**src/rtl/ucrm_consts.vh**
```
// Register offsets, field positions and reset values of the channel register map
`ifndef UCRM_CONSTS_VH
`define UCRM_CONSTS_VH
`define UCRM_OFS_HOLDING 4'h0
`define UCRM_OFS_INT_EN 4'h1
`define UCRM_OFS_INT_STAT 4'h2
`define UCRM_OFS_LINE_CTL 4'h3
`define UCRM_OFS_MODEM_CTL 4'h4
`define UCRM_OFS_LINE_STAT 4'h5
`define UCRM_OFS_MODEM_STAT 4'h6
`define UCRM_OFS_SCRATCH 4'h7
`define UCRM_OFS_FEATURE 4'h8
`define UCRM_OFS_ENHANCED 4'h9
`define UCRM_OFS_TX_LEVEL 4'ha
`define UCRM_OFS_RX_LEVEL 4'hb
`define UCRM_OFS_FLOW_FLAGS 4'hc
`define UCRM_OFS_PAUSE2 4'hd
`define UCRM_OFS_RESUME1 4'he
`define UCRM_OFS_RESUME2 4'hf
`define UCRM_LINE_CTL_DIV_BIT 7
`define UCRM_ENH_FN_EN_BIT 4
`define UCRM_MODEM_CTL_LOOP_BIT 4
`define UCRM_INT_EN_ENH_MASK 8'he0
`define UCRM_INT_EN_WR_MASK 8'hef
`define UCRM_INT_STAT_ENH_MASK 8'h30
`define UCRM_FIFO_CTL_ENH_MASK 8'h30
`define UCRM_MODEM_CTL_ENH_MASK 8'he4
`define UCRM_DELAY_ENH_MASK 4'hf
`define UCRM_RST_BYTE 8'h00
`define UCRM_RST_DIVISOR 16'h0000
`define UCRM_RST_NIBBLE 4'h0
`define UCRM_RST_FLAGS 2'b00
`define UCRM_SYNC_IDLE 3'h7
`endif

```
**src/rtl/ucrm_char_store.v**
```verilog
// Small register memory for the flow-control characters
`timescale 1ns/1ps
module ucrm_char_store (
  input wire clk_i,
  input wire resetn_i,
  input wire we_i,
  input wire [1:0] waddr_i,
  input wire [7:0] wdata_i,
  input wire [1:0] raddr_i,
  output reg [7:0] rdata_o
);
  reg [7:0] mem [0:3];
  integer k;

  always @(posedge clk_i or negedge resetn_i) begin
    if (!resetn_i) begin
      for (k = 0; k < 4; k = k + 1) begin
        mem[k] <= 8'h00;
      end
      rdata_o <= 8'h00;
    end else begin
      if (we_i) begin
        mem[waddr_i] <= wdata_i;
      end
      rdata_o <= mem[raddr_i];
    end
  end
endmodule

```
**src/rtl/ucrm_channel_regs.v**
```verilog
// One UART channel register map: decode, storage, enhanced gating, loopback
// Summary of operation
// - Enhanced fields take writes only while enable bit set, keep values until a write made with it clear zeroes them
// - Enable bit gates the listed enhanced control fields
// - Modem-control bits 2 and 3 drive no pins
// - Bits 2 and 3 loop into modem status
// - Four low address bits pick one of sixteen
// - Divisor bytes reachable only with line-control bit 7
// - Loopback turns serial path round, idles outputs
`timescale 1ns/1ps
`include "ucrm_consts.vh"
module ucrm_channel_regs (
  input wire clk_i,
  input wire resetn_i,
  input wire [3:0] addr_i,
  input wire rd_i,
  input wire wr_i,
  input wire [7:0] wdata_i,
  output reg [7:0] rdata_o,
  input wire [7:0] rx_data_i,
  input wire [7:0] line_status_i,
  input wire [3:0] int_source_i,
  input wire [7:0] tx_level_i,
  input wire [7:0] rx_level_i,
  input wire resume_seen_i,
  input wire pause_seen_i,
  input wire tx_serial_i,
  input wire cts_n_i,
  input wire dsr_n_i,
  input wire ri_n_i,
  input wire cd_n_i,
  output wire rx_serial_o,
  output wire tx_pin_o,
  output wire rts_n_o,
  output wire dtr_n_o,
  output reg holding_wr_o,
  output reg holding_rd_o,
  output reg [7:0] transmit_holding_o,
  output reg [7:0] fifo_control_o,
  output reg [15:0] baud_divisor_o,
  output reg [7:0] interrupt_enable_o,
  output reg [7:0] line_control_o,
  output reg [7:0] modem_control_o,
  output reg [7:0] feature_control_o,
  output reg [7:0] enhanced_function_o,
  output reg [7:0] tx_fifo_threshold_o,
  output reg [7:0] rx_fifo_threshold_o,
  output reg [3:0] turnaround_delay_o
);
  reg [7:0] scratch_pad;
  reg [1:0] flow_flags;
  reg [3:0] modem_prev;
  reg [3:0] modem_delta;
  reg [7:0] next_rdata;
  wire enh;
  wire div_sel;
  wire loop;
  wire [3:0] pin_n;
  wire [3:0] pin_stable_n;
  wire [3:0] modem_now;
  wire [3:0] modem_change;
  wire [7:0] modem_status;
  wire [7:0] int_status;
  wire [7:0] int_en_mask;
  wire [7:0] modem_ctl_mask;
  wire [7:0] fifo_ctl_mask;
  wire [3:0] delay_mask;
  wire [1:0] flow_seen;
  wire char_we;
  wire wr_holding;
  wire wr_divisor_low;
  wire wr_divisor_high;
  wire wr_int_en;
  wire wr_fifo_ctl;
  wire wr_line_ctl;
  wire wr_modem_ctl;
  wire wr_delay;
  wire wr_scratch;
  wire wr_feature;
  wire wr_enhanced;
  wire wr_tx_thresh;
  wire wr_rx_thresh;
  wire rd_modem_stat;
  wire rd_flow_flags;
  genvar g;

  assign enh = enhanced_function_o[`UCRM_ENH_FN_EN_BIT];
  assign div_sel = line_control_o[`UCRM_LINE_CTL_DIV_BIT];
  assign loop = modem_control_o[`UCRM_MODEM_CTL_LOOP_BIT];

  // Write strobes, one per register; the divisor bit steers offsets 0 and 1
  assign wr_holding = wr_i && addr_i == `UCRM_OFS_HOLDING && !div_sel;
  assign wr_divisor_low = wr_i && addr_i == `UCRM_OFS_HOLDING && div_sel;
  assign wr_int_en = wr_i && addr_i == `UCRM_OFS_INT_EN && !div_sel;
  assign wr_divisor_high = wr_i && addr_i == `UCRM_OFS_INT_EN && div_sel;
  assign wr_fifo_ctl = wr_i && addr_i == `UCRM_OFS_INT_STAT;
  assign wr_line_ctl = wr_i && addr_i == `UCRM_OFS_LINE_CTL;
  assign wr_modem_ctl = wr_i && addr_i == `UCRM_OFS_MODEM_CTL;
  assign wr_delay = wr_i && addr_i == `UCRM_OFS_MODEM_STAT;
  assign wr_scratch = wr_i && addr_i == `UCRM_OFS_SCRATCH;
  assign wr_feature = wr_i && addr_i == `UCRM_OFS_FEATURE;
  assign wr_enhanced = wr_i && addr_i == `UCRM_OFS_ENHANCED;
  assign wr_tx_thresh = wr_i && addr_i == `UCRM_OFS_TX_LEVEL;
  assign wr_rx_thresh = wr_i && addr_i == `UCRM_OFS_RX_LEVEL;
  // Offsets c to f all land in the character store, which is never read back; c reads the flags, d to f read zero
  assign char_we = wr_i && addr_i[3:2] == 2'b11;
  assign rd_modem_stat = rd_i && addr_i == `UCRM_OFS_MODEM_STAT;
  assign rd_flow_flags = rd_i && addr_i == `UCRM_OFS_FLOW_FLAGS;

  // Enhanced bits are blocked at write time so hidden values never leak later
  assign int_en_mask = enh ? 8'hff : ~`UCRM_INT_EN_ENH_MASK;
  assign modem_ctl_mask = enh ? 8'hff : ~`UCRM_MODEM_CTL_ENH_MASK;
  assign fifo_ctl_mask = enh ? 8'hff : ~`UCRM_FIFO_CTL_ENH_MASK;
  assign delay_mask = enh ? 4'hf : ~`UCRM_DELAY_ENH_MASK;

  // Loopback: serial path turned round, pins parked at idle high
  assign rx_serial_o = loop ? tx_serial_i : 1'b1;
  assign tx_pin_o = loop ? 1'b1 : tx_serial_i;
  assign rts_n_o = loop ? 1'b1 : ~modem_control_o[1];
  assign dtr_n_o = loop ? 1'b1 : ~modem_control_o[0];
  // Bits 2 and 3 feed only the loopback status, there is no pin for them

  // Status order: cd, ri, dsr, cts (active high)
  assign pin_n = {cd_n_i, ri_n_i, dsr_n_i, cts_n_i};
  assign modem_now = loop ?
    {modem_control_o[3], modem_control_o[2], modem_control_o[0], modem_control_o[1]} :
    ~pin_stable_n;
  assign modem_change = modem_now ^ modem_prev;
  assign modem_status = {modem_now, modem_delta};
  assign flow_seen = {resume_seen_i, pause_seen_i};

  // Flow flags show at bits 5:4 only while the enhanced set is on
  assign int_status = {fifo_control_o[0], fifo_control_o[0], flow_flags, int_source_i} &
    (enh ? 8'hff : ~`UCRM_INT_STAT_ENH_MASK);

  ucrm_char_store u_chars (
    .clk_i(clk_i),
    .resetn_i(resetn_i),
    .we_i(char_we),
    .waddr_i(addr_i[1:0]),
    .wdata_i(wdata_i),
    .raddr_i(addr_i[1:0]),
    .rdata_o()
  );

  // Three stages per pin; a change is taken once the last two agree, so a
  // glitch caught by the first stage never reaches the status bits
  generate
    for (g = 0; g < 4; g = g + 1) begin : pin_sync
      reg [2:0] stage;
      reg stable_n;
      always @(posedge clk_i or negedge resetn_i) begin
        if (!resetn_i) begin
          stage <= `UCRM_SYNC_IDLE;
          stable_n <= 1'b1;
        end else begin
          stage <= {stage[1:0], pin_n[g]};
          if (stage[2] == stage[1]) begin
            stable_n <= stage[2];
          end
        end
      end
      assign pin_stable_n[g] = stable_n;
    end
  endgenerate

  always @(posedge clk_i or negedge resetn_i) begin
    if (!resetn_i) begin
      transmit_holding_o <= `UCRM_RST_BYTE;
      holding_wr_o <= 1'b0;
    end else begin
      holding_wr_o <= wr_holding;
      if (wr_holding) begin
        transmit_holding_o <= wdata_i;
      end
    end
  end

  always @(posedge clk_i or negedge resetn_i) begin
    if (!resetn_i) begin
      baud_divisor_o <= `UCRM_RST_DIVISOR;
    end else begin
      if (wr_divisor_low) begin
        baud_divisor_o[7:0] <= wdata_i;
      end
      if (wr_divisor_high) begin
        baud_divisor_o[15:8] <= wdata_i;
      end
    end
  end

  always @(posedge clk_i or negedge resetn_i) begin
    if (!resetn_i) begin
      interrupt_enable_o <= `UCRM_RST_BYTE;
    end else if (wr_int_en) begin
      interrupt_enable_o <= wdata_i & int_en_mask & `UCRM_INT_EN_WR_MASK;
    end
  end

  always @(posedge clk_i or negedge resetn_i) begin
    if (!resetn_i) begin
      fifo_control_o <= `UCRM_RST_BYTE;
    end else if (wr_fifo_ctl) begin
      fifo_control_o <= wdata_i & fifo_ctl_mask;
    end
  end

  always @(posedge clk_i or negedge resetn_i) begin
    if (!resetn_i) begin
      line_control_o <= `UCRM_RST_BYTE;
    end else if (wr_line_ctl) begin
      line_control_o <= wdata_i;
    end
  end

  always @(posedge clk_i or negedge resetn_i) begin
    if (!resetn_i) begin
      modem_control_o <= `UCRM_RST_BYTE;
    end else if (wr_modem_ctl) begin
      modem_control_o <= wdata_i & modem_ctl_mask;
    end
  end

  always @(posedge clk_i or negedge resetn_i) begin
    if (!resetn_i) begin
      turnaround_delay_o <= `UCRM_RST_NIBBLE;
    end else if (wr_delay) begin
      turnaround_delay_o <= wdata_i[7:4] & delay_mask;
    end
  end

  always @(posedge clk_i or negedge resetn_i) begin
    if (!resetn_i) begin
      scratch_pad <= `UCRM_RST_BYTE;
    end else if (wr_scratch) begin
      scratch_pad <= wdata_i;
    end
  end

  always @(posedge clk_i or negedge resetn_i) begin
    if (!resetn_i) begin
      feature_control_o <= `UCRM_RST_BYTE;
    end else if (wr_feature) begin
      feature_control_o <= wdata_i;
    end
  end

  always @(posedge clk_i or negedge resetn_i) begin
    if (!resetn_i) begin
      enhanced_function_o <= `UCRM_RST_BYTE;
    end else if (wr_enhanced) begin
      enhanced_function_o <= wdata_i;
    end
  end

  always @(posedge clk_i or negedge resetn_i) begin
    if (!resetn_i) begin
      tx_fifo_threshold_o <= `UCRM_RST_BYTE;
    end else if (wr_tx_thresh) begin
      tx_fifo_threshold_o <= wdata_i;
    end
  end

  always @(posedge clk_i or negedge resetn_i) begin
    if (!resetn_i) begin
      rx_fifo_threshold_o <= `UCRM_RST_BYTE;
    end else if (wr_rx_thresh) begin
      rx_fifo_threshold_o <= wdata_i;
    end
  end

  // Delta and flow flags: a new event in the read cycle survives the clear
  always @(posedge clk_i or negedge resetn_i) begin
    if (!resetn_i) begin
      modem_prev <= `UCRM_RST_NIBBLE;
      modem_delta <= `UCRM_RST_NIBBLE;
      flow_flags <= `UCRM_RST_FLAGS;
    end else begin
      modem_prev <= modem_now;
      if (rd_modem_stat) begin
        modem_delta <= modem_change;
      end else begin
        modem_delta <= modem_delta | modem_change;
      end
      if (rd_flow_flags) begin
        flow_flags <= flow_seen;
      end else begin
        flow_flags <= flow_flags | flow_seen;
      end
    end
  end

  always @* begin
    next_rdata = `UCRM_RST_BYTE;
    case (addr_i)
      `UCRM_OFS_HOLDING: next_rdata = div_sel ? baud_divisor_o[7:0] : rx_data_i;
      `UCRM_OFS_INT_EN: next_rdata = div_sel ? baud_divisor_o[15:8] : interrupt_enable_o;
      `UCRM_OFS_INT_STAT: next_rdata = int_status;
      `UCRM_OFS_LINE_CTL: next_rdata = line_control_o;
      `UCRM_OFS_MODEM_CTL: next_rdata = modem_control_o;
      `UCRM_OFS_LINE_STAT: next_rdata = line_status_i;
      `UCRM_OFS_MODEM_STAT: next_rdata = modem_status;
      `UCRM_OFS_SCRATCH: next_rdata = scratch_pad;
      `UCRM_OFS_FEATURE: next_rdata = feature_control_o;
      `UCRM_OFS_ENHANCED: next_rdata = enhanced_function_o;
      `UCRM_OFS_TX_LEVEL: next_rdata = tx_level_i;
      `UCRM_OFS_RX_LEVEL: next_rdata = rx_level_i;
      `UCRM_OFS_FLOW_FLAGS: next_rdata = {6'h00, flow_flags};
      default: next_rdata = `UCRM_RST_BYTE;
    endcase
  end

  // Read data is latched only on a read, so it stands until the next one
  always @(posedge clk_i or negedge resetn_i) begin
    if (!resetn_i) begin
      rdata_o <= `UCRM_RST_BYTE;
      holding_rd_o <= 1'b0;
    end else begin
      holding_rd_o <= rd_i && addr_i == `UCRM_OFS_HOLDING && !div_sel;
      if (rd_i) begin
        rdata_o <= next_rdata;
      end
    end
  end
endmodule

```
**config.mk**
```make
export PLATFORM = sky130hd
export DESIGN_NAME = ucrm_channel_regs
export DESIGN_NICKNAME = d
export VERILOG_FILES = /design/src/rtl/ucrm_char_store.v /design/src/rtl/ucrm_channel_regs.v
export VERILOG_INCLUDE_DIRS = /design/src /design/src/rtl
export SDC_FILE = /design/constraint.sdc
export NUM_CORES = 1
export LEC_CHECK = 0
export ABC_AREA = 1
export BUFFER_PORTS_ARGS = -buffer_cell sky130_fd_sc_hd__buf_2
export CAP_MARGIN = 25
export CELL_PAD_IN_SITES_DETAIL_PLACEMENT = 1
export CELL_PAD_IN_SITES_GLOBAL_PLACEMENT = 1
export CORE_UTILIZATION = 39
export CTS_BUF_LIST = sky130_fd_sc_hd__clkbuf_16
export CTS_CLUSTER_SIZE = 40
export DETAILED_ROUTE_END_ITERATION = 12
export GPL_ROUTABILITY_DRIVEN = 0
export PLACE_DENSITY = 0.88
export SETUP_SLACK_MARGIN = 0.4
export SLEW_MARGIN = 5
export SYNTH_ARGS = -nofsm -noshare
export SYNTH_HDL_FRONTEND = slang
export SYNTH_HIERARCHICAL = 1
export SYNTH_SLANG_ARGS = --single-unit
```
**constraint.sdc**
```tcl
create_clock -name clk_i -period 2 [get_ports clk_i]
set_clock_uncertainty 0.2 [all_clocks]
set_input_delay 0.3 -clock clk_i [delete_from_list [all_inputs] [get_ports clk_i]]
set_output_delay 0.3 -clock clk_i [all_outputs]
set_load 0.05 [all_outputs]
```
# == Word level (Yosys, flattened, before mapping) ==
# Cells that the tools add are included.
# word_totals
regBits,135
latch_bits,0
ramBits,0
mem_bits_ro,0
input_bits,59
output_inout_bits,106
elab_cells,89
memories,0
# op_classes
addsub,0
n_mul,0
n_div,0
magnitude_cmp,0
n_eq_ne,16
shifts,0
mux,14
n_bitwise,11
reduce_logical,21
# op_table
operator,count
$pmux 8 s13,1
$and 8x8->8,4
$mux 8,4
$eq 4x4->1 const B,5
$logic_and 1x1->1,19
$eq 4x3->1 const B,4
$mux 4,3
$eq 4x2->1 const B,2
$mux 6,1
$and 4x4->4,1
$eq 1x1->1,4
$eq 4x1->1 const B,1
$logic_not 4->1,1
$mux 1,4
$not 4->4,1
$or 4x4->4,1
$xor 4x4->4,1
$mux 2,1
$not 1->1,2
$or 2x2->2,1
$logic_not 1->1,1

# == Depth between registers and ports, before layout ==
# depth
word_depth,5
mapped_depth,11
ltp_nobuf,11

# == Worst setup path after synthesis ==
# OpenSTA, ideal clock, no wires.
# synth_timing
kind,register to output
from,register modem_control_o[4]
to,output dtr_n_o
t_arrival_ps,1393
required_time_ps,1500
path_slack_ps,107
path_stages_with_launch,4
n_path_buf,1
cell_sequence,dfrtp_1 > clkbuf_1 > inv_1 > nand2_1
# synth_between
elab_chain_cells,1
# synth_lines
item,line_no,text
start: declaration,ucrm_channel_regs.v:43,"output reg [7:0] modem_control_o,"
start signal: assignment,ucrm_channel_regs.v:218,modem_control_o <= `UCRM_RST_BYTE;
start signal: assignment,ucrm_channel_regs.v:220,modem_control_o <= wdata_i & modem_ctl_mask;
$mux 1,ucrm_channel_regs.v:120,assign dtr_n_o = loop ? 1'b1 : ~modem_control_o[0];
end: declaration,ucrm_channel_regs.v:35,"output wire dtr_n_o,"
# Every way passes these cells.

# == Final worst setup path ==
# layout_timing
from,register modem_control_o[4]
to,output rts_n_o
# layout_between
elab_chain_cells,1
# layout_lines
item,line_no,text
$mux 1,ucrm_channel_regs.v:119,assign rts_n_o = loop ? 1'b1 : ~modem_control_o[1];
end: declaration,ucrm_channel_regs.v:34,"output wire rts_n_o,"
# Every way passes these cells.

==> impl_results.md <==
- Met3 usage: 5.61%
- CTS tree: built
- Synth top cells by count: nand2_1, dfrtp_1, o21ai_0
- Unrepaired setup endpoints after global routing: yes
- Slew margin rel.: 57.3%
- Worst-margin pin slew: 0.639 ns
- GRT Max-Usage Layer: met2
- Syn avg cell area: 8.48 µm²
- TritonRoute pass-1 iters: 4
- Layout cell share with drive strength beyond 1: ~36%
- Most common cell in the netlist: nand2_1
- CP max-delay cell: dfrtp_2
- Die Ht: ~130 µm
- Clock Sinks: 135
- Starting Density: 40.2%
- Pleak: 4.48 nW
- Slew Viols, Final: 0
- Min-Delay Path Class: input pin to flop
- Critical path endpoint category: output pin
- Worst Setup EP: rts_n_o
- Delay-heaviest family, CP: flip-flops
- EDFF count, synth: 0
- Part of the power in the clock network: 32.3%
- YS warnings: 6
- Post-layout net count: 983
- Cell accounting for the most synthesized area: dfrtp_1
- Clock Latency Late Sink: roughly 0.43 ns
- Routed vias: 5845
- Global Route Usage Sum: ~29%
- Number of global-route vias before repair: around 6100
- Status: completed
- First-pass GRT wire length: 34200 µm
- Synth Register Bits: 135
- Core ar.: 15300 µm²
- Row count: 45
- Critical Path AT: 1.23 ns
- Global route overflow: 0
- Initial DRC Count: 316
- VDD IR max: approximately 0.71 mV
- Number of antenna violations at the first check in global routing: 0
- Total CTS buffers: 17
- Number of routed nets with antenna violations: 0
- Fin crit period: 1.73 ns
- Fin util: 55.7%
- Crit path launch type: flop
- Pin count of the biggest net entering global routing: 49
- Fill cell count: 1828
- Comb power frac: 32.4%
- M2 GR Usage: a little under half
- Top FF cell, synth: dfrtp_1
- Die area: 16200 µm²
- Sum of negative setup slack: 0 ns
- Final Hold Viols: 0
- # setup viols final: 0
- Synthesized Nets: 783
- Die Width: between 100 and 150 µm
- Kind of critical path: flop to output pin
- Synthesized area: a little over 6000 µm²
- Main area contributors after synthesis: dfrtp_1, nand2_1, dfstp_2, o21ai_0, inv_1
- Worst-case clock buffer depth: 2
- Htree depth: 4
- DRC Markers: 0
- Reg power frac: 35.3%
- PD cells: 1200 nW/µm²
- CP Cell Sequence: inv_4 -> nand2_4 -> buf_8
- GR Util met1: 37.5%
- Synth top area share: 48.5%
- Worst-path fanout max: 6
- Cell Count, Final, Fillers Out: 1148
- Synth-to-layout area growth: 38.3%
- I/O pin count: 165
- Cell count after synthesis: 724
- Register area share after synthesis: 55.3%
- Critical Path RT: 1.50 ns
- Diode count: 0
- DR WL/cell: 19.7 µm
- WL final: 22600 µm
- Port-buffer cells: 163
- R2R Path End: rdata_o[5]
- Sw power: about 4 mW
- MaxCap Viol Count: 0
- R2r worst-path depth: 10
- Hpwl dp: between 15000 and 20000 µm
- Internal: 6.24 mW
- Sw frac: between 30% and 40%
- Synth unique cells: 27
- Inst Count DP: 1092
- Reg clk slew, reported paths: 0.06 ns
- Share of synthesized registers carrying an async set or reset: 100%
- CP startpoint: modem_control_o[4]
- Crit. path cell count: 3
- Tcrit/Tclk final: 86.5%
- Fmax: 578 MHz
- Buf+Inv Stages, Crit Path: 2
- CP peak stage delay: 0.48 ns
- CTS root buf: clkbuf_16
- R2R setup slack: 0.31 ns
- RR Startpoint: line_control_o[7]
- Vias per cell: 5.09
[power groups by stage]
stage	Sequential [mW]	Combinational [mW]	Clock [mW]
floorplan	4.83	0.749	0
global placement	3.62	2.77	0
detailed placement	3.62	2.85	0
CTS	3.59	3.05	3.32
global route	3.66	3.50	3.46
finish	3.61	3.31	3.30
[flip-flops by register name, indices dropped and copies added, names as in the netlist, 7 cells and up]
signal               cells
transmit_holding_o       8
baud_divisor_o          16
interrupt_enable_o       7
enhanced_function_o      8
scratch_pad              8
pin_sync.stage          12
feature_control_o        8
tx_fifo_threshold_o      8
fifo_control_o           8
modem_control_o          8
rdata_o                  8
rx_fifo_threshold_o      8
line_control_o           8
[worst reg2reg max path, stage by stage, from the launching register on]
cell and delay [ns]:
dfrtp_2 0.45, buf_12 0.15, buf_8 0.13, nand2_1 0.06, nand2_1 0.06, nand2_1 0.10
nand2_1 0.08, nor2_2 0.12, nand3_2 0.11, nand2_1 0.08, nand2_1 0.05
[worst min-delay path by stage]
stage,start,to,depth (start not counted)
floorplan,resetn_i,baud_divisor_o[0],0
CTS,rd_i,rdata_o[1],3
detailed placement,resetn_i,rdata_o[2],1
global placement,resetn_i,modem_delta[0],1
global route,rd_i,rdata_o[1],3
finish,rd_i,rdata_o[0],3
[metal layers]
layer	vias to the layer above	share of wire, %
met4	0	2.4
li1	2693	-
met2	207	50
met1	2904	42
met3	41	5.9
met5	-	0
[cell type report]
class                           count  area, µm²  share of cell area [%]
Sequential cell                   135       3410                    40.1
Multi-Input combinational cell    521       2580                    30.4
Timing Repair Buffer              206       1450                    17.1
Clock buffer                       17        425                    5.01
Tap cell                          211        264                    3.11
Clock inverter                     15        185                    2.18
Inverter                           43        176                    2.08
[timing repair]
action | CTS | global route
setup endpoints to repair | 64 | 49
pin swaps | 3 | 26
gates resized for setup | 66 | 87
endpoints found under the hold margin | 138 | 0
setup buffers | 4 | 9
hold buffers | 9 | 0
gates cloned | 0 | 2
[cells in the final DEF, fill, tap and decap left out]
| master | netlist | layout |
|---|---|---|
| clkbuf_4 | 0 | 15 |
| dfrtp_1 | 119 | 113 |
| maj3_1 | 4 | 4 |
| nand3_1 | 29 | 23 |
| buf_12 | 0 | 2 |
| buf_2 | 6 | 99 |
| clkinv_8 | 0 | 1 |
| xnor2_1 | 1 | 1 |
| conb_1 | 1 | 1 |
| clkinvlp_4 | 0 | 4 |
| inv_1 | 41 | 40 |
| nand2_2 | 9 | 32 |
| clkinv_2 | 0 | 3 |
| nand3_2 | 1 | 6 |
| buf_6 | 9 | 18 |
| inv_2 | 2 | 2 |
| nand2_1 | 305 | 279 |
| clkbuf_16 | 0 | 18 |
| bufinv_16 | 0 | 4 |
| dfrtp_2 | 0 | 6 |
| nor2_1 | 34 | 22 |
| o21bai_1 | 6 | 6 |
| dlygate4sd3_1 | 0 | 9 |
| buf_4 | 2 | 59 |
| inv_4 | 0 | 1 |
| inv_6 | 0 | 1 |
| nor2_2 | 4 | 12 |
| nand3_4 | 1 | 2 |
| nor2_4 | 9 | 13 |
| nor3_1 | 4 | 4 |
| clkinv_1 | 0 | 2 |
| nand2_4 | 4 | 7 |
| buf_8 | 0 | 3 |
| o21ai_1 | 10 | 11 |
| dfstp_2 | 16 | 16 |
| o21ai_0 | 81 | 77 |
| o21ai_2 | 15 | 18 |
| xor2_1 | 3 | 3 |
[cells by family (layout without fill, tap and decap cells)]
| logic type | after synthesis | count (layout) | synth area share, % |
|---|---|---|---|
| compound gates | 112 | 112 | 10.3 |
| simple gates | 400 | 400 | 27.6 |
| buf+inv | 68 | 281 | 5.50 |
| other cells | 1 | 1 | 0.0611 |
| xor+xnor | 4 | 4 | 0.571 |
| fa+ha+maj | 4 | 4 | 0.652 |
| flops | 135 | 135 | 55.3 |
[per-stage QoR]
stage | total power, mW | instance area, µm² | hold WS, ns | setup WS, ns
floorplan | 5.58 | 6170 | -0.196 | 0.409
global placement | 6.39 | 7230 | 0.0279 | 0.145
detailed placement | 6.47 | 7230 | 0.0301 | 0.0937
CTS | 9.96 | 8130 | 0.00698 | 0.277
global route | 10.6 | 8490 | 0.0250 | 0.208
finish | 10.2 | 8490 | 0.0194 | 0.269
No activity file was read; power rests on OpenSTA's default activity.
